File: src/hdl/cie_params.svh
`ifndef CIE_PARAMS_SVH
`define CIE_PARAMS_SVH

// =====================================================
// register map, byte addresses on the bus
`define CIE_ADDR_SSR 8'h00
`define CIE_ADDR_IVR 8'h04
`define CIE_ADDR_LMASK 8'h08
`define CIE_ADDR_LFLAG 8'h0C
`define CIE_ADDR_EVT 8'h10
`define CIE_ADDR_EVT_MASK 8'h14

// =====================================================
// field positions and reset values
`define CIE_SSR_PEND_BIT 0
`define CIE_SSR_GMASK_BIT 1
`define CIE_SSR_DEPTH_LSB 4
`define CIE_EVT_LVL_BIT 0
`define CIE_EVT_NMI_BIT 1
`define CIE_EVT_PHANTOM_BIT 2
`define CIE_EVT_OVF_BIT 3
`define CIE_GMASK_RESET 1'b1
`define CIE_LMASK_RESET 6'h00

// =====================================================
// vectors, dispatch timing and bus response codes
`define CIE_VEC_NMI 16'h0024
`define CIE_PHANTOM 16'h0000
`define CIE_N_PERIPH 2'd2
`define CIE_N_EVM 2'd1
`define CIE_ACK_WAIT 4
`define CIE_RESP_OKAY 2'b00
`define CIE_RESP_SLVERR 2'b10
`endif

File: src/hdl/cie_pkg.sv
package cie_pkg;
	// kind of the instruction retiring this cycle
	typedef struct packed {
		logic call;
		logic ret;
		logic unmask;
		logic mask;
	} cie_instr_t;

	// vector offset load from the peripheral side
	typedef struct packed {
		logic valid;
		logic src_evm;
		logic [15:0] offset;
	} cie_ivr_load_t;

	// read channel sequencer
	typedef enum logic [2:0] {
		CIE_RD_IDLE = 3'b001,
		CIE_RD_WAIT = 3'b010,
		CIE_RD_RESP = 3'b100
	} cie_rd_state_t;
endpackage

File: src/hdl/cie_ret_stack.sv
`include "cie_params.svh"
module cie_ret_stack #(
	parameter int DEPTH = 8,
	parameter int AW = 16
) (
	// clock and reset
	input wire logic clock_i,
	input wire logic nrst_i,
	// stack operations
	input wire logic push_i,
	input wire logic pop_i,
	input wire logic [AW-1:0] data_i,
	input wire logic debug_active_i,
	// state
	output logic [AW-1:0] top_o,
	output logic [3:0] count_o,
	output logic ovf_o
);
	import cie_pkg::*;
	logic [AW-1:0] mem_r [DEPTH];
	logic [3:0] count_r;
	logic [3:0] limit;

	// debug reserves one level while active
	assign limit = debug_active_i ? 4'(DEPTH - 1) : 4'(DEPTH);
	assign top_o = mem_r[0];
	assign count_o = count_r;
	assign ovf_o = push_i && !pop_i && (count_r >= limit);

	// =====================================================
	// entry shift: oldest falls off the far end, so no stall
	genvar i;
	generate
		for (i = 0; i < DEPTH; i++) begin : g_ent
			always_ff @(posedge clock_i) begin
				if (!nrst_i) begin
					mem_r[i] <= '0;
				end else if (push_i && pop_i) begin
					if (i == 0) mem_r[i] <= data_i;
				end else if (push_i) begin
					mem_r[i] <= (i == 0) ? data_i : mem_r[(i == 0) ? 0 : i - 1];
				end else if (pop_i) begin
					mem_r[i] <= (i == DEPTH - 1) ? '0 : mem_r[(i == DEPTH - 1) ? i : i + 1];
				end
			end
		end
	endgenerate

	// occupancy saturates at the limit
	always_ff @(posedge clock_i) begin
		if (!nrst_i) begin
			count_r <= 4'h0;
		end else if (push_i && !pop_i) begin
			if (count_r < limit) count_r <= count_r + 4'h1;
		end else if (pop_i && !push_i) begin
			if (count_r != 4'h0) count_r <= count_r - 4'h1;
		end
	end

	a_stack_full_keep: assert property (@(posedge clock_i) disable iff (!nrst_i)
		(push_i && !pop_i && count_r == limit) |=> (count_r == $past(count_r)))
		else $error("full stack push changed occupancy");
	a_stack_pop_count: assert property (@(posedge clock_i) disable iff (!nrst_i)
		(pop_i && !push_i && count_r != 4'h0) |=> (count_r == $past(count_r) - 4'h1))
		else $error("pop did not lower occupancy");
	a_stack_push_top: assert property (@(posedge clock_i) disable iff (!nrst_i)
		push_i |=> (mem_r[0] == $past(data_i)))
		else $error("pushed address not on top");
endmodule

File: src/hdl/cie_core_irq.sv
// Register access over AXI4-Lite and the placing of the registers are this design's own decisions.
`include "cie_params.svh"
module cie_core_irq #(
	parameter int ACK_WAIT = `CIE_ACK_WAIT,
	parameter int STACK_DEPTH = 8
) (
	// clock and reset
	input wire logic clock_i,
	input wire logic nrst_i,
	// axi4-lite slave
	input wire logic [7:0] s_axi_awaddr_i,
	input wire logic s_axi_awvalid_i,
	output logic s_axi_awready_o,
	input wire logic [31:0] s_axi_wdata_i,
	input wire logic [3:0] s_axi_wstrb_i,
	input wire logic s_axi_wvalid_i,
	output logic s_axi_wready_o,
	output logic [1:0] s_axi_bresp_o,
	output logic s_axi_bvalid_o,
	input wire logic s_axi_bready_i,
	input wire logic [7:0] s_axi_araddr_i,
	input wire logic s_axi_arvalid_i,
	output logic s_axi_arready_o,
	output logic [31:0] s_axi_rdata_o,
	output logic [1:0] s_axi_rresp_o,
	output logic s_axi_rvalid_o,
	input wire logic s_axi_rready_i,
	// requests from the peripheral side
	input wire logic [5:0] lvl_req_i,
	input wire logic nmi_req_i,
	input wire cie_pkg::cie_ivr_load_t ivr_load_i,
	// instruction stream
	input wire logic retire_i,
	input wire cie_pkg::cie_instr_t instr_i,
	input wire logic [15:0] pc_inc_i,
	input wire logic debug_active_i,
	// answers to the core
	output logic take_o,
	output logic [15:0] vector_addr_o,
	output logic ret_valid_o,
	output logic [15:0] ret_addr_o,
	output logic global_irq_mask_o,
	output logic dispatch_stall_o,
	output logic irq_o
);
	import cie_pkg::*;

	// lowest numbered pending level wins; 0 means none
	function automatic logic [2:0] cie_first_level(input logic [5:0] hit);
		logic [2:0] n;
		n = 3'd0;
		for (int k = 5; k >= 0; k--) begin
			if (hit[k]) n = 3'(k + 1);
		end
		return n;
	endfunction

	// =====================================================
	// state
	logic [5:0] level_flag_reg_r;
	logic [5:0] level_mask_reg_r;
	logic global_irq_mask_r;
	logic nmi_pend_r;
	logic blocked_r;
	logic [15:0] vector_offset_reg_r;
	logic ivr_src_evm_r;
	logic vector_read_pending_r;
	logic [3:0] evt_r;
	logic [3:0] evt_mask_r;
	logic [7:0] ph_cnt_r;
	logic take_r;
	logic [15:0] vec_r;
	logic ret_valid_r;
	logic [15:0] ret_addr_r;
	logic irq_r;

	// =====================================================
	// take decision at an instruction boundary
	logic take_ok;
	logic take_nmi;
	logic take_lvl;
	logic [5:0] lvl_hit;
	logic [2:0] lvl_num;
	logic do_push;
	logic do_pop;
	logic [15:0] stk_top;
	logic [3:0] stk_count;
	logic stk_ovf;
	logic phantom;

	// unmask, return and call retirements never host an entry
	assign take_ok = retire_i && !blocked_r && !instr_i.unmask && !instr_i.ret && !instr_i.call;
	assign lvl_hit = level_flag_reg_r & level_mask_reg_r & {6{!global_irq_mask_r}};
	assign lvl_num = cie_first_level(lvl_hit);
	assign take_nmi = take_ok && nmi_pend_r;
	assign take_lvl = take_ok && !nmi_pend_r && (lvl_num != 3'd0);
	assign do_push = take_nmi || take_lvl || (retire_i && instr_i.call);
	assign do_pop = retire_i && instr_i.ret;
	assign phantom = (ph_cnt_r == 8'd1) && !ivr_load_i.valid;

	// one-instruction shadow after unmask or return
	always_ff @(posedge clock_i) begin
		if (!nrst_i) begin
			blocked_r <= 1'b0;
		end else if (retire_i) begin
			blocked_r <= instr_i.unmask || instr_i.ret;
		end
	end

	// global mask: set by every entry, cleared only by the unmask instruction
	always_ff @(posedge clock_i) begin
		if (!nrst_i) begin
			global_irq_mask_r <= `CIE_GMASK_RESET;
		end else if (take_nmi || take_lvl || (retire_i && instr_i.mask)) begin
			global_irq_mask_r <= 1'b1;
		end else if (retire_i && instr_i.unmask) begin
			global_irq_mask_r <= 1'b0;
		end
	end

	// nmi latch; a new request in the take cycle is kept
	always_ff @(posedge clock_i) begin
		if (!nrst_i) begin
			nmi_pend_r <= 1'b0;
		end else begin
			nmi_pend_r <= (nmi_pend_r && !take_nmi) || nmi_req_i;
		end
	end

	// entry outputs; only pc_inc goes to the stack
	always_ff @(posedge clock_i) begin
		if (!nrst_i) begin
			take_r <= 1'b0;
			vec_r <= 16'h0000;
			ret_valid_r <= 1'b0;
			ret_addr_r <= 16'h0000;
		end else begin
			take_r <= take_nmi || take_lvl;
			if (take_nmi) vec_r <= `CIE_VEC_NMI;
			else if (take_lvl) vec_r <= {12'h000, lvl_num, 1'b0};
			ret_valid_r <= do_pop;
			if (do_pop) ret_addr_r <= stk_top;
		end
	end

	cie_ret_stack #(.DEPTH(STACK_DEPTH), .AW(16)) u_stack (
		.clock_i(clock_i),
		.nrst_i(nrst_i),
		.push_i(do_push),
		.pop_i(do_pop),
		.data_i(pc_inc_i),
		.debug_active_i(debug_active_i),
		.top_o(stk_top),
		.count_o(stk_count),
		.ovf_o(stk_ovf)
	);

	// =====================================================
	// axi4-lite slave
	logic aw_free_r;
	logic w_free_r;
	logic [7:0] aw_addr_r;
	logic [31:0] w_data_r;
	logic [3:0] w_strb_r;
	logic bvalid_r;
	logic [1:0] bresp_r;
	cie_rd_state_t rd_state_r;
	logic [1:0] rd_cnt_r;
	logic [31:0] rdata_r;
	logic [1:0] rresp_r;
	logic ar_hs;
	logic wr_go;
	logic rd_ivr;
	logic rd_evt;
	logic [5:0] flag_w1c;

	assign ar_hs = s_axi_arvalid_i && (rd_state_r == CIE_RD_IDLE);
	assign wr_go = !aw_free_r && !w_free_r && !bvalid_r;
	assign rd_ivr = ar_hs && (s_axi_araddr_i == `CIE_ADDR_IVR);
	assign rd_evt = ar_hs && (s_axi_araddr_i == `CIE_ADDR_EVT);
	assign flag_w1c = (wr_go && aw_addr_r == `CIE_ADDR_LFLAG && w_strb_r[0]) ? w_data_r[5:0] : 6'h00;

	// address and data are taken in either order, write once both are held
	always_ff @(posedge clock_i) begin
		if (!nrst_i) begin
			aw_free_r <= 1'b1;
			w_free_r <= 1'b1;
			aw_addr_r <= 8'h00;
			w_data_r <= 32'h0000_0000;
			w_strb_r <= 4'h0;
			bvalid_r <= 1'b0;
			bresp_r <= `CIE_RESP_OKAY;
		end else begin
			if (aw_free_r && s_axi_awvalid_i) begin
				aw_free_r <= 1'b0;
				aw_addr_r <= s_axi_awaddr_i;
			end
			if (w_free_r && s_axi_wvalid_i) begin
				w_free_r <= 1'b0;
				w_data_r <= s_axi_wdata_i;
				w_strb_r <= s_axi_wstrb_i;
			end
			if (wr_go) begin
				aw_free_r <= 1'b1;
				w_free_r <= 1'b1;
				bvalid_r <= 1'b1;
				if (aw_addr_r == `CIE_ADDR_LMASK || aw_addr_r == `CIE_ADDR_LFLAG ||
					aw_addr_r == `CIE_ADDR_EVT_MASK) begin
					bresp_r <= `CIE_RESP_OKAY;
				end else if (aw_addr_r == `CIE_ADDR_SSR || aw_addr_r == `CIE_ADDR_IVR ||
					aw_addr_r == `CIE_ADDR_EVT) begin
					bresp_r <= `CIE_RESP_OKAY; // read-only: write ignored
				end else begin
					bresp_r <= `CIE_RESP_SLVERR;
				end
			end else if (bvalid_r && s_axi_bready_i) begin
				bvalid_r <= 1'b0;
			end
		end
	end

	// writable control registers, low byte lane only
	always_ff @(posedge clock_i) begin
		if (!nrst_i) begin
			level_mask_reg_r <= `CIE_LMASK_RESET;
			evt_mask_r <= 4'h0;
		end else if (wr_go && w_strb_r[0]) begin
			if (aw_addr_r == `CIE_ADDR_LMASK) level_mask_reg_r <= w_data_r[5:0];
			else if (aw_addr_r == `CIE_ADDR_EVT_MASK) evt_mask_r <= w_data_r[3:0];
		end
	end

	// read sequencer; an offset read stalls dispatch n cycles
	always_ff @(posedge clock_i) begin
		if (!nrst_i) begin
			rd_state_r <= CIE_RD_IDLE;
			rd_cnt_r <= 2'd0;
			rdata_r <= 32'h0000_0000;
			rresp_r <= `CIE_RESP_OKAY;
		end else begin
			case (rd_state_r)
				CIE_RD_IDLE: begin
					if (ar_hs) begin
						rresp_r <= `CIE_RESP_OKAY;
						rdata_r <= 32'h0000_0000;
						if (s_axi_araddr_i == `CIE_ADDR_SSR) begin
							rdata_r[`CIE_SSR_PEND_BIT] <= vector_read_pending_r;
							rdata_r[`CIE_SSR_GMASK_BIT] <= global_irq_mask_r;
							rdata_r[`CIE_SSR_DEPTH_LSB +: 4] <= stk_count;
						end else if (s_axi_araddr_i == `CIE_ADDR_IVR) begin
							rdata_r[15:0] <= vector_offset_reg_r;
						end else if (s_axi_araddr_i == `CIE_ADDR_LMASK) begin
							rdata_r[5:0] <= level_mask_reg_r;
						end else if (s_axi_araddr_i == `CIE_ADDR_LFLAG) begin
							rdata_r[5:0] <= level_flag_reg_r;
						end else if (s_axi_araddr_i == `CIE_ADDR_EVT) begin
							rdata_r[3:0] <= evt_r;
						end else if (s_axi_araddr_i == `CIE_ADDR_EVT_MASK) begin
							rdata_r[3:0] <= evt_mask_r;
						end else begin
							rresp_r <= `CIE_RESP_SLVERR;
						end
						if (rd_ivr) begin
							rd_cnt_r <= ivr_src_evm_r ? `CIE_N_EVM : `CIE_N_PERIPH;
							rd_state_r <= CIE_RD_WAIT;
						end else begin
							rd_state_r <= CIE_RD_RESP;
						end
					end
				end
				CIE_RD_WAIT: begin
					rd_cnt_r <= rd_cnt_r - 2'd1;
					if (rd_cnt_r == 2'd1) rd_state_r <= CIE_RD_RESP;
				end
				CIE_RD_RESP: begin
					if (s_axi_rready_i) rd_state_r <= CIE_RD_IDLE;
				end
				default: rd_state_r <= CIE_RD_IDLE;
			endcase
		end
	end

	// =====================================================
	// level flags: a new request beats the acknowledge and software clears
	always_ff @(posedge clock_i) begin
		if (!nrst_i) begin
			level_flag_reg_r <= 6'h00;
		end else begin
			level_flag_reg_r <= (level_flag_reg_r & ~flag_w1c &
				~(take_lvl ? 6'(1 << (lvl_num - 3'd1)) : 6'h00)) | lvl_req_i;
		end
	end

	// phantom watchdog, armed by maskable entries only, so nmi leaves the offset alone
	always_ff @(posedge clock_i) begin
		if (!nrst_i) begin
			ph_cnt_r <= 8'd0;
		end else if (take_lvl) begin
			ph_cnt_r <= 8'(ACK_WAIT);
		end else if (ivr_load_i.valid) begin
			ph_cnt_r <= 8'd0;
		end else if (ph_cnt_r != 8'd0) begin
			ph_cnt_r <= ph_cnt_r - 8'd1;
		end
	end

	// offset register: last load wins; load beats a read in the same cycle
	always_ff @(posedge clock_i) begin
		if (!nrst_i) begin
			vector_offset_reg_r <= `CIE_PHANTOM;
			ivr_src_evm_r <= 1'b0;
			vector_read_pending_r <= 1'b0;
		end else begin
			if (ivr_load_i.valid) begin
				vector_offset_reg_r <= ivr_load_i.offset;
				ivr_src_evm_r <= ivr_load_i.src_evm;
			end else if (phantom) begin
				vector_offset_reg_r <= `CIE_PHANTOM;
				ivr_src_evm_r <= 1'b0;
			end
			vector_read_pending_r <= (vector_read_pending_r && !rd_ivr) ||
				ivr_load_i.valid || phantom;
		end
	end

	// sticky events cleared by reading them, new events win; interrupt level out
	always_ff @(posedge clock_i) begin
		if (!nrst_i) begin
			evt_r <= 4'h0;
			irq_r <= 1'b0;
		end else begin
			evt_r <= (rd_evt ? 4'h0 : evt_r) | {stk_ovf, phantom, take_nmi, take_lvl};
			irq_r <= |(evt_r & evt_mask_r);
		end
	end

	// =====================================================
	// outputs
	assign s_axi_awready_o = aw_free_r;
	assign s_axi_wready_o = w_free_r;
	assign s_axi_bvalid_o = bvalid_r;
	assign s_axi_bresp_o = bresp_r;
	assign s_axi_arready_o = rd_state_r[0];
	assign s_axi_rvalid_o = rd_state_r[2];
	assign s_axi_rdata_o = rdata_r;
	assign s_axi_rresp_o = rresp_r;
	assign take_o = take_r;
	assign vector_addr_o = vec_r;
	assign ret_valid_o = ret_valid_r;
	assign ret_addr_o = ret_addr_r;
	assign global_irq_mask_o = global_irq_mask_r;
	assign dispatch_stall_o = rd_state_r[1];
	assign irq_o = irq_r;

	// =====================================================
	// checks
	a_nmi_vector_fixed: assert property (@(posedge clock_i) disable iff (!nrst_i)
		take_nmi |=> (take_o && vector_addr_o == `CIE_VEC_NMI))
		else $error("nmi entry not at its fixed vector");
	a_level_vector_slot: assert property (@(posedge clock_i) disable iff (!nrst_i)
		take_lvl |=> (take_o && vector_addr_o == {12'h000, $past(lvl_num), 1'b0}))
		else $error("level entry at wrong slot");
	a_nmi_keeps_offset: assert property (@(posedge clock_i) disable iff (!nrst_i)
		(take_nmi && !ivr_load_i.valid && ph_cnt_r == 8'd0) |=>
		$stable(vector_offset_reg_r))
		else $error("nmi disturbed the vector offset");
	a_pend_on_load: assert property (@(posedge clock_i) disable iff (!nrst_i)
		ivr_load_i.valid |=> (vector_read_pending_r &&
		vector_offset_reg_r == $past(ivr_load_i.offset)))
		else $error("offset load did not set pending");
	a_ack_sets_mask: assert property (@(posedge clock_i) disable iff (!nrst_i)
		take_lvl |=> (global_irq_mask_r && take_o))
		else $error("acknowledge left global mask clear");
	a_unmask_shadow: assert property (@(posedge clock_i) disable iff (!nrst_i)
		(retire_i && instr_i.unmask) |=> (blocked_r && !take_nmi && !take_lvl))
		else $error("entry inside unmask shadow");
	a_ret_shadow: assert property (@(posedge clock_i) disable iff (!nrst_i)
		(retire_i && instr_i.ret) |-> (!do_push ##1 (blocked_r && !take_nmi && !take_lvl)))
		else $error("push alongside or right after a return");
	a_ivr_stall_periph: assert property (@(posedge clock_i) disable iff (!nrst_i)
		(rd_ivr && !ivr_src_evm_r) |=> dispatch_stall_o ##1 dispatch_stall_o ##1
		(!dispatch_stall_o && s_axi_rvalid_o))
		else $error("peripheral offset read not two extra cycles");
	a_ivr_stall_evm: assert property (@(posedge clock_i) disable iff (!nrst_i)
		(rd_ivr && ivr_src_evm_r) |=> dispatch_stall_o ##1
		(!dispatch_stall_o && s_axi_rvalid_o))
		else $error("event manager offset read not one extra cycle");
	a_phantom_value: assert property (@(posedge clock_i) disable iff (!nrst_i)
		phantom |=> (vector_offset_reg_r == `CIE_PHANTOM && vector_read_pending_r))
		else $error("phantom offset not loaded");
	a_mask_gates_take: assert property (@(posedge clock_i) disable iff (!nrst_i)
		take_lvl |-> (!global_irq_mask_r && level_mask_reg_r[lvl_num - 3'd1]))
		else $error("level taken while masked");
endmodule

File: config.mk
export PLATFORM = sky130hd
export DESIGN_NAME = cie_core_irq
export DESIGN_NICKNAME = d
export VERILOG_FILES = /design/src/hdl/cie_pkg.sv /design/src/hdl/cie_ret_stack.sv /design/src/hdl/cie_core_irq.sv
export VERILOG_INCLUDE_DIRS = /design/src /design/src/hdl
export SDC_FILE = /design/constraint.sdc
export NUM_CORES = 1
export LEC_CHECK = 0
export ABC_AREA = 1
export BUFFER_PORTS_ARGS = -buffer_cell sky130_fd_sc_hd__buf_4
export CORE_MARGIN = 5
export CORE_UTILIZATION = 45
export DETAILED_ROUTE_END_ITERATION = 7
export HOLD_SLACK_MARGIN = 0.1
export PLACE_DENSITY = 0.7
export SYNTH_ARGS = -nofsm -noshare
export SYNTH_HDL_FRONTEND = slang
export SYNTH_SLANG_ARGS = --single-unit
File: constraint.sdc
create_clock -name clock_i -period 5.6 [get_ports clock_i]
set_input_delay 1.4 -clock clock_i [delete_from_list [all_inputs] [get_ports clock_i]]
set_output_delay 1.4 -clock clock_i [all_outputs]
set_load 0.005 [all_outputs]
# Yosys cells after proc, flatten, opt, wreduce, memory -nomap -nowiden
# Memory sizes are Yosys's and may differ from the RTL's.
# Index checks and enable logic that the tools add are counted.
dict set report op_classes {
  add_sub_neg 5
  order_cmp 2
  n_eq_ne 20
  shifts 1
  muxes 83
  n_bitwise 28
  reduce_logical 77
}
# cell n
set ops {}
lappend ops {{$mux 16} 19}
lappend ops {{$mux 4} 10}
lappend ops {{$mux 3} 13}
lappend ops {{$mux 6} 6}
lappend ops {{$eq 8x4->1 const B} 4}
lappend ops {{$eq 8x5->1 const B} 4}
lappend ops {{$logic_and 1x1->1} 29}
lappend ops {{$mux 2} 14}
lappend ops {{$and 6x6->6} 4}
lappend ops {{$mux 1} 17}
lappend ops {{$or 1x1->1} 17}
lappend ops {{$eq 8x3->1 const B} 2}
lappend ops {{$logic_not 8->1} 2}
lappend ops {{$logic_not 1->1} 14}
lappend ops {{$not 6->6} 2}
lappend ops {{$reduce_and 3->1} 4}
lappend ops {{$reduce_bool 2->1} 6}
lappend ops {{$logic_or 1x1->1} 11}
lappend ops {{$mux 10} 1}
lappend ops {{$ne 2x2->1 const B} 5}
lappend ops {{$pmux 3 s3} 1}
lappend ops {{$eq 8x1->1 const B} 1}
lappend ops {{$mux 8} 1}
lappend ops {{$reduce_bool 8->1} 1}
lappend ops {{other kinds (23)} 28}
dict set report word_totals {
  reg_bits 119
  ramBits 128
  inputBits 106
  out_inout_bits 78
  mem_count 1
}
# name depth word_bits rd rd_clocked_by_memory_dff wr line
set memory_table {}
lappend memory_table {u_stack.mem_r 8 16 8 0 8 cie_ret_stack.sv:20} ;# logic [AW-1:0] mem_r [DEPTH];

# Logic depth before layout (Yosys ltp)
# Gate-level depths: netlist of the first run.
dict set report depth {
  word_depth 19
  mapped_depth 22
  mapped_depth_nobuf 22
}

# Hierarchy
# Synthesis of the first run repeated with hierarchy kept, for this count alone.
dict set report unflattened {
  cells_unflattened 1255
  area_unflattened_um2 11334.6
}
# mod instances cells_per_inst area_per_inst_um2 seq_area_each_um2
set modules_own_cells {}
lappend modules_own_cells {cie_ret_stack 1 518 6074.6 3923.8}
lappend modules_own_cells {cie_core_irq 1 737 5260.0 2262.2}

# Worst setup path before layout of the first run
# OpenSTA, ideal clock, no wires.
dict set report synth_path {
  path_type {input port to flip-flop}
  startpoint {input instr_i[1] in the netlist's numbering}
  endpoint {memory u_stack.mem_r[1][0], enable pin}
  t_arrival_ns 4.449
  required_time_ns 4.457
  setup_slack_ns 0.008
  stages 8
  path_buffers 2
  cell_sequence {nor2_4 nand4_4 nand3_4 inv_4 nand2_4 buf_6 buf_6 nand3_1}
}
# item line
set synth_rtl {}
lappend synth_rtl {{from (decl)} cie_core_irq.sv:34} ;# input wire cie_pkg::cie_instr_t instr_i,
lappend synth_rtl {{to (decl)} cie_ret_stack.sv:20}

==> results by group, run 1 <==
Status
  – Status: completed

Setup path
  – Slowest Stage Delay on Critical Path: 720 ps
  – Crit start category: register
  – Req. time, crit path: 5860 ps
  – RR Endpoint: u_stack.mem_r[2][13]
  – Crit-path max FO: 61
  – Reg2reg path depth: 12
  – CP Buf/Inv Count: 3
  – Worst Setup SP: global_irq_mask_o
  – Reg2reg start: global_irq_mask_o
  – Crit path top cell by count: nand3_4
  – Crit-path leading delay family: simple AND/OR/NAND/NOR gates
  – Slowest library cell on the worst path: nand3_4
  – Endpoint type of the worst setup path: register
  – CP cell instances: inv_1 > nand3_1 > nand2_1 > or4_1 > ha_1 > nor2_1 > nand4_4 > nand3_4 > inv_4 > nand2_4 > nand3_4 > buf_12
  – Worst setup path end: u_stack.mem_r[2][13]
  – CP arrival: 4310 ps
  – Crit Path Class: reg2reg
  – Worst R2R Setup Slack: 1550 ps
  – CP Depth: 12

Placement
  – HPWL Detailed: 16400 um
  – Dpl cells: 1547
  – Routability cong.: 0.861
  – Placed Area: 0.0121 mm2
  – IO Port Bufs: 124

Clock tree
  – Clk root buf: clkbuf_16
  – CTS H-tree depth: 1
  – Post-CTS sizing: 0
  – CTS tree: done
  – Clock buffer depth: 3
  – Worst-Skew Late Latency: 520 ps
  – Sink Count: 245
  – # Post-CTS Setup Buffers: 0
  – Hold-fix buffers, CTS: 0
  – Clock transition at the registers of the reported paths: 60 ps
  – CTS Buf Count: 25

Pwr
  – P_leak: 0.00529 uW
  – Power per cell area: 342 mW/mm2
  – VDD IR-drop max: 0.000230 V
  – Tot Pwr: 4410 uW

GRT
  – GRT met2 Usage: 29.2%
  – Vias in the first global route: 8015
  – Met1 global-route usage: 22.5%
  – Pin count of the biggest net entering global routing: 85
  – GR Util All Layers: 16.9%
  – Global route overflow: 0
  – Initial antenna violation count: 0
  – Global-route wire length before repair: 39900 um
  – Met3 GRT Util: 2.94%
  – Busiest grt layer: met2

Die
  – Die ar.: 0.0278 mm2
  – Core area: 0.0242 mm2
  – Initial Utilization: 45.6%
  – DIE HEIGHT: 167 um
  – Die X: 167 um
  – Number of top-level pins: 184
  – Cell row count: 57

Synthesis
  – Yosys cell types: 53
  – Top_reg_cell synth: edfxtp_1
  – Number of synthesized register bits: 245
  – Area contributors post-synth: edfxtp_1, dfxtp_1, inv_1
  – Top cell type's share of synthesized area: 34.8%
  – Synth warn: 0
  – Post-synth EDFFs: 128
  – Synth Instances: 1140
  – Synth area leader: edfxtp_1
  – Syn Std Cell Area: 0.0111 mm2
  – Ys async rst share: 0%
  – Avg Cell Area, Syn: 9.70 um2
  – Seq/Total Area, Yosys: 56.0%
  – Most frequent cells after synthesis: inv_1, nand2_1, edfxtp_1
  – Count leader, synth: inv_1

Drt
  – Final wirelength: 24600 um
  – Final ANT Viol Nets: 0
  – Via count: 8109
  – Initial DRC Count: 508
  – TritonRoute pass-1 iters: 5
  – Vias per cell: 5.09
  – DR WL/cell: 15.4 um
  – DRC Markers: 0

STA
  – Final hold vios: 0
  – RSZ-0062 raised after global routing: no
  – Slew Limit Fails: 0
  – Final setup viols: 0
  – Max Clk Rate: 247 MHz
  – Minimum clock period: 4050 ps
  – Tcrit/Tclk final: 72.3%
  – Post-Route Skew: 18.4 ps
  – Setup TNS: 0 ps
  – Worst-Margin Slew: 1100 ps
  – Slew HR: 26.8%

Layout
  – Finished Cell Area: 0.0129 mm2
  – Non-filler cells in the finished layout: 1593
  – Layout area overhead: 16.7%
  – Inserted Diodes: 0
  – Area of the multi-input gates: 0.00375 mm2
  – Seq. cell area: 0.00619 mm2
  – Filler Cell Count: 2200
  – Final nets: 1366
  – Layout cells sized above 1: 20.7%

Flow run
  – Maxcap violations: 0

Min path
  – HP Class: reg2reg
layer usage:
layer,up-vias,routed length [um]
li1,4053,-
met1,3852,10800
met2,173,12200
met3,31,1220
met4,0,352
met5,-,0
sequential cells by signal, summed over array words and instances (netlist names), 2 cells and up:
signal / cells
w_data_r: 6
rd_state_r: 3
vector_addr_o: 4
ph_cnt_r: 8
evt_mask_r: 4
level_flag_reg_r: 6
level_mask_reg_r: 6
evt_r: 4
s_axi_rdata_o: 16
u_stack.count_o: 4
aw_addr_r: 8
ret_addr_o: 16
vector_offset_reg_r: 16
rd_cnt_r: 2
u_stack.mem_r: 128
cell families (layout without fill, tap and decap cells):
logic type	after synthesis	count (layout)	synth area share, %
and+or+nand+nor	310	310	13.3
buffers and inverters	276	376	11.2
DFF	245	245	56.0
adders and majority gates	10	10	1.13
other	1	30	0.0339
AOI/OAI and AO/OA	294	294	18.0
xor gates and xnor gates	4	4	0.317
layout make-up:
type | instances | share of cell area (%)
Clock buffer | 38 | 5.74
Tap cell | 324 | 3.14
Inverter | 198 | 5.78
Timing Repair Buffer | 132 | 7.78
Sequential cell | 245 | 47.9
Clock inverter | 8 | 0.543
Multi-Input combinational cell | 648 | 29.1
worst reg2reg max path: stages (launching register included):
cell	delay, ps
dfxtp_1	440
inv_1	150
nand3_1	110
nand2_1	80
or4_1	530
ha_1	250
nor2_1	170
nand4_4	160
nand3_4	260
inv_4	190
nand2_4	240
nand3_4	720
buf_12	490
through the flow:
step / utilization, % / hold slack (ps) / setup slack (ps)
2_1_floorplan: - / 439 / 7.93
3_3_place_gp: 49.9 / 448 / 1540
3_5_place_dp: 49.9 / 447 / 1490
4_1_cts: 53.2 / 463 / 1550
5_1_grt: 53.2 / 472 / 1260
6_report: 53.2 / 459 / 1550
worst min path at each step:
stage / startpoint / end / slack (ps) / depth (start not counted)
global route: vector_offset_reg_r[7] / vector_offset_reg_r[7] / 470 / 2
finish: ret_addr_o[14] / ret_addr_o[14] / 460 / 2
CTS: vector_offset_reg_r[9] / vector_offset_reg_r[9] / 460 / 2
global placement: ret_addr_o[13] / ret_addr_o[13] / 450 / 2
detailed placement: ret_addr_o[14] / ret_addr_o[14] / 450 / 2
floorplan: vector_offset_reg_r[6] / vector_offset_reg_r[6] / 440 / 2
where the power goes:
part | internal (uW) | switching [uW]
registers | 2050 | 74.9
logic | 246 | 410
clock network | 959 | 677
cell usage in the layout, fill, tap and decap left out, drive strengths merged, types with 5 or more instances in the layout:
master,count
conb,30
nor3,8
nand3,72
o221ai,7
clkbuf,38
o22ai,80
nand4,8
buf,132
a21oi,90
nor4,5
nor2,63
clkinv,6
ha,10
o21ai,96
inv,199
o211ai,8
dfxtp,117
nand2,147
edfxtp,128
Note: power is estimated with default switching activity, not from simulation.
==> run 2: changes to the inputs <==
==> constraint.sdc (replaced) <==
create_clock -name clock_i -period 3.7 [get_ports clock_i]
set_input_delay 0.925 -clock clock_i [delete_from_list [all_inputs] [get_ports clock_i]]
set_output_delay 0.925 -clock clock_i [all_outputs]
set_load 0.005 [all_outputs]
==> results by group, run 2 (synthesized netlist as in run 1, its figures left out) <==
STA
  – Minimum clock period: 3250 ps (-796 ps)
  – Worst-Margin Slew: 910 ps (-188 ps)
  – Post-Route Skew: 13.9 ps (-4.54 ps)
  – Slew Limit Fails: 0 (unchanged)
  – Tcrit/Tclk final: 87.9% (+16 points)
  – Slew HR: 39.2% (+12 points)
  – Final setup viols: 0 (unchanged)
  – Final hold vios: 0 (unchanged)
  – Setup TNS: 0 ps (unchanged)
  – RSZ-0062 raised after global routing: no
  – Max Clk Rate: 307 MHz (+24%)

Layout
  – Number of flip-flops in the largest register: 128 (unchanged)
  – Layout area overhead: 17.9%
  – Filler Cell Count: 2180 (-0.91%)
  – Most common cell after layout, fill and taps aside: inv_1
  – Largest register by flop count: u_stack.mem_r
  – Layout cells sized above 1: 20.7% (+0.024 points)
  – Leading cell types in the layout, fill and taps excluded: inv_1, nand2_1, buf_4
  – Final nets: 1379 (+0.95%)
  – Inserted Diodes: 0 (unchanged)

Pwr
  – P_leak: 0.00535 uW (+1.0%)
  – Tot Pwr: 6610 uW (+50%)
  – VDD IR-drop max: 0.000375 V (+63%)
  – Power per cell area: 508 mW/mm2 (+48%)

GRT
  – Vias in the first global route: 8148 (+1.7%)
  – Global-route wire length before repair: 40200 um (+0.69%)
  – Pin count of the biggest net entering global routing: 64 (-25%)
  – GR Util All Layers: 16.9% (+0.019 points)
  – Global route overflow: 0 (unchanged)
  – Initial antenna violation count: 0 (unchanged)

Setup path
  – CP arrival: 3660 ps (-650 ps)
  – Req. time, crit path: 4110 ps (-1750 ps)
  – Crit path top cell by count: nand2_1
  – Crit Path Class: reg2reg
  – Crit-path max FO: 6 (-90%)
  – CP cell instances: inv_1 > nand3_1 > nand2_1 > or4_1 > ha_1 > nor2_1 > nand4_4 > nand3_4 > nand2_4 > ha_1 > inv_1 > o311ai_1 > nand2_1 > inv_2 > nand3_1 > nand2_1 > nor2_1
  – Endpoint type of the worst setup path: register
  – Crit start category: register
  – Slowest library cell on the worst path: or4_1
  – Slowest Stage Delay on Critical Path: 530 ps (-190 ps)

Die
  – Initial Utilization: 45.6% (unchanged)
  – Die ar.: 0.0278 mm2 (unchanged)
  – DIE HEIGHT: 167 um (unchanged)
  – Cell row count: 57 (unchanged)
  – Number of top-level pins: 184 (unchanged)
  – Core area: 0.0242 mm2 (unchanged)
  – Die X: 167 um (unchanged)

Drt
  – Final wirelength: 24200 um (-1.6%)
  – Initial DRC Count: 458 (-9.8%)
  – TritonRoute pass-1 iters: 5 (unchanged)
  – Final ANT Viol Nets: 0 (unchanged)
  – DRC Markers: 0 (unchanged)
  – DR WL/cell: 15.1 um (-2.4%)
  – Vias per cell: 5.09 (about the same)
  – Via count: 8168 (+0.73%)

Clock tree
  – Worst-Skew Late Latency: 520 ps (about the same)
  – Sink Count: 245 (unchanged)
  – CTS tree: done
  – Clock buffer depth: 3 (unchanged)
  – Clk root buf: clkbuf_16
  – Clock transition at the registers of the reported paths: 60 ps (about the same)
  – CTS H-tree depth: 1 (unchanged)
  – CTS Buf Count: 25 (unchanged)

Placement
  – Routability cong.: 0.865 (+0.46%)
  – IO Port Bufs: 124 (unchanged)
  – HPWL Detailed: 16400 um (-0.15%)

Flow run
  – Maxcap violations: 0 (unchanged)

Min path
  – HP Class: reg2reg

Status
  – Status: completed
==> run 2: worst max-delay path: cells and delay by family, from the launching register on <==
family	cells	cell delay, ps
buffers and inverters	3	330
AOI/OAI and AO/OA	1	230
adders and majority gates	2	570
DFF	1	470
and+or+nand+nor	11	1530
==> run 2: power by group <==
part           switching (uW)  internal (uW)  total (uW)
Clock                     996           1400        2390
Combinational             623            389        1010
Sequential                115           3090        3210
Total                    1730           4880        6610
==> run 2: what timing repair did <==
item	4_1_cts	5_1_grt
endpoints found under the setup margin	0	1
resized for setup	0	0
hold buffers	0	0
buffers inserted	0	4
==> run 2: final cells by class <==
class,count,area (um2),share of cell area (%)
Clock buffer,32,662,5.08
Clock inverter,14,114,0.874
Inverter,198,746,5.72
Multi-Input combinational cell,648,3750,28.8
Sequential cell,245,6190,47.5
Tap cell,324,405,3.11
Timing Repair Buffer,145,1160,8.93
==> run 2: per-stage QoR <==
step                      worst slack, ps  hold slack, ps  utilization (%)  instances  cell area, um2
after floorplan                       221             439                -       1169           11200
after global placement                440             444             50.4       1556           12200
after detailed placement              376             450             50.4       1556           12200
after CTS                             325             461             53.6       1602           13000
after global routing                  164             478             53.7       1606           13000
final                                 448             460             53.7       1606           13000
==> run 2: final timing paths <==
check                    startpoint            endpoint  slack [ps]  cells past startpoint
setup / recovery  global_irq_mask_o  u_stack.count_o[3]         450                     17
hold / removal        ret_addr_o[7]       ret_addr_o[7]         460                      2
setup reg to reg  global_irq_mask_o  u_stack.count_o[3]         450                     17
hold reg to reg       ret_addr_o[7]       ret_addr_o[7]         460                      2
==> run 2: metal layers <==
layer / share of wire (%) / wire, um / track usage (%) / vias up
met5: 0 / 0 / 0 / -
met2: 49 / 11800 / 29.1 / 204
met3: 4.7 / 1130 / 2.54 / 32
li1: - / - / - / 4072
met4: 1.8 / 432 / 3.91 / 0
met1: 45 / 10800 / 22.7 / 3860
==> run 3: changes to the inputs <==
--- a/config.mk
+++ b/config.mk
@@ -13,6 +13,7 @@
 export DETAILED_ROUTE_END_ITERATION = 7
 export HOLD_SLACK_MARGIN = 0.1
 export PLACE_DENSITY = 0.7
+export RECOVER_POWER = 50
 export SYNTH_ARGS = -nofsm -noshare
 export SYNTH_HDL_FRONTEND = slang
 export SYNTH_SLANG_ARGS = --single-unit
==> results by group, run 3 (synthesized netlist as in run 1, its figures left out) <==
Setup path
  – Crit start category: register
  – Crit path top cell by count: nand2_1
  – Worst Setup SP: global_irq_mask_o
  – CP cell instances: inv_1 > nand3_1 > nand2_1 > or4_1 > ha_1 > nor2_1 > nand4_1 > nand3_4 > nand2_4 > ha_1 > inv_1 > o311ai_1 > nand2_1 > inv_2 > nand3_1 > nand2_1 > nor2_1
  – Worst R2R Setup Slack: 430 ps (-20 ps)
  – Crit-path max FO: 6 (unchanged)
  – Reg2reg path depth: 17 (unchanged)
  – CP Buf/Inv Count: 3 (unchanged)
  – Endpoint type of the worst setup path: register
  – Slowest library cell on the worst path: or4_1
  – Crit Path Class: reg2reg
  – Slowest Stage Delay on Critical Path: 530 ps (about the same)
  – Reg2reg start: global_irq_mask_o
  – Req. time, crit path: 4110 ps (about the same)
  – RR Endpoint: u_stack.count_o[3]
  – CP arrival: 3680 ps (+20 ps)
  – Crit-path leading delay family: simple AND/OR/NAND/NOR gates

GRT
  – Vias in the first global route: 8148 (unchanged)
  – Global route overflow: 0 (unchanged)
  – Initial antenna violation count: 0 (unchanged)
  – Pin count of the biggest net entering global routing: 64 (unchanged)
  – Global-route wire length before repair: 40200 um (unchanged)
  – GR Util All Layers: 16.9% (unchanged)

Clock tree
  – CTS tree: done
  – CTS H-tree depth: 1 (unchanged)
  – Hold-fix buffers, CTS: 0 (unchanged)
  – Clock buffer depth: 3 (unchanged)
  – Clock transition at the registers of the reported paths: 60 ps (about the same)
  – CTS Buf Count: 25 (unchanged)
  – Clk root buf: clkbuf_16
  – Sink Count: 245 (unchanged)
  – Worst-Skew Late Latency: 510 ps (about the same)

Die
  – Die ar.: 0.0278 mm2 (unchanged)
  – DIE HEIGHT: 167 um (unchanged)
  – Die X: 167 um (unchanged)
  – Cell row count: 57 (unchanged)
  – Core area: 0.0242 mm2 (unchanged)
  – Initial Utilization: 45.6% (unchanged)
  – Number of top-level pins: 184 (unchanged)

Layout
  – Finished Cell Area: 0.0129 mm2 (-1.2%)
  – Number of flip-flops in the largest register: 128 (unchanged)
  – Filler Cell Count: 2208 (+1.3%)
  – Layout cells sized above 1: 18.3% (-2.4 points)
  – Inserted Diodes: 0 (unchanged)
  – Fin util: 53.1% (-0.64 points)
  – Final nets: 1379 (unchanged)
  – Non-filler cells in the finished layout: 1606 (unchanged)
  – Most common cell after layout, fill and taps aside: inv_1
  – Largest register by flop count: u_stack.mem_r
  – Layout area overhead: 16.5%
  – Leading cell types in the layout, fill and taps excluded: inv_1, nand2_1, edfxtp_1

Drt
  – DR WL/cell: 15.0 um (-0.38%)
  – Via count: 8172 (+0.049%)
  – Final ANT Viol Nets: 0 (unchanged)
  – DRC Markers: 0 (unchanged)
  – Initial DRC Count: 429 (-6.3%)
  – Vias per cell: 5.09 (about the same)
  – Final wirelength: 24100 um (-0.38%)
  – TritonRoute pass-1 iters: 5 (unchanged)

Min path
  – Hold EP: vector_offset_reg_r[7]
  – Hold Crit Start: vector_offset_reg_r[7]
  – HP Class: reg2reg
  – Count of cells along the worst hold path: 2 (unchanged)

Pwr
  – Power per cell area: 512 mW/mm2 (+0.79%)
  – Tot Pwr: 6590 uW (-0.41%)
  – P_leak: 0.00525 uW (-1.8%)
  – VDD IR-drop max: 0.000374 V (-0.22%)

STA
  – RSZ-0062 raised after global routing: no
  – Max Clk Rate: 306 MHz (-0.60%)
  – Post-Route Skew: 12.5 ps (-1.46 ps)
  – Worst-Margin Slew: 1800 ps (+893 ps)
  – Final setup viols: 0 (unchanged)
  – Minimum clock period: 3270 ps (+19.5 ps)
  – Setup TNS: 0 ps (unchanged)
  – Slew Limit Fails: 41 (+41)
  – Tcrit/Tclk final: 88.4% (+0.53 points)
  – Slew HR: -20.2% (-59 points)
  – Final hold vios: 0 (unchanged)

Placement
  – IO Port Bufs: 124 (unchanged)
  – HPWL Detailed: 16400 um (unchanged)
  – Placed Area: 0.0122 mm2 (unchanged)
  – Routability cong.: 0.865 (unchanged)
  – Dpl cells: 1556 (unchanged)

Status
  – Status: finished, violations left
  – Failing checks: max-capacitance violations, max-slew violations

Flow run
  – Maxcap violations: 1 (+1)
-- run 3: cell count changes in the layout (fill, tap and decap cells not counted), sizes merged --
cell / delta
buf: -53
clkbuf: +53
-- run 3: worst reg2reg max path, stage by stage (launching register included) --
cell	delay (ps)
dfxtp_1	450
inv_1	180
nand3_1	140
nand2_1	80
or4_1	530
ha_1	240
nor2_1	90
nand4_1	230
nand3_4	180
nand2_4	90
ha_1	330
inv_1	70
o311ai_1	230
nand2_1	100
inv_2	70
nand3_1	60
nand2_1	60
nor2_1	40
-- run 3: where the power goes --
group          switching, uW  internal (uW)  total, uW  leakage, uW
Sequential               114           3090       3210      0.00233
Combinational            612            378        991      0.00255
Clock                    992           1400       2390     0.000376
-- run 3: layout make-up --
type,count,area (um2),area share (%)
tap,324,405,3.15
sequential,245,6190,48.1
clock inverter,14,114,0.884
clock buffer,32,662,5.14
timing repair buffer,145,1120,8.67
inverter,198,746,5.79
multi-input combinational,648,3640,28.3
-- run 3: routing by layer --
| metal | track usage, % | part of all wire, % |
|---|---|---|
| met1 | 22.7 | 45 |
| met2 | 29.1 | 49 |
| met3 | 2.54 | 4.6 |
| met4 | 3.91 | 1.8 |
| met5 | 0 | 0 |
-- run 3: worst max path at each step --
stage	endpoint	slack, ps	depth (start not counted)
2_1_floorplan	u_stack.mem_r[1][0]	220	13
3_3_place_gp	u_stack.count_o[3]	440	17
3_5_place_dp	u_stack.count_o[3]	380	17
6_report	u_stack.count_o[3]	430	17
5_1_grt	s_axi_rdata_o[3]	90	10
4_1_cts	u_stack.count_o[3]	320	17
-- run 3: timing repair --
action | 4_1_cts | 5_1_grt
setup buffers | 0 | 4
endpoints found under the setup margin | 0 | 1
gates resized for setup | 0 | 0
endpoints found under the hold margin | 0 | 0
-- run 3: stage by stage --
step                      setup slack [ps]  hold slack [ps]
after floorplan                        221              439
after global placement                 440              444
after detailed placement               376              450
after CTS                              325              461
after global routing                  92.4              478
final                                  428              460
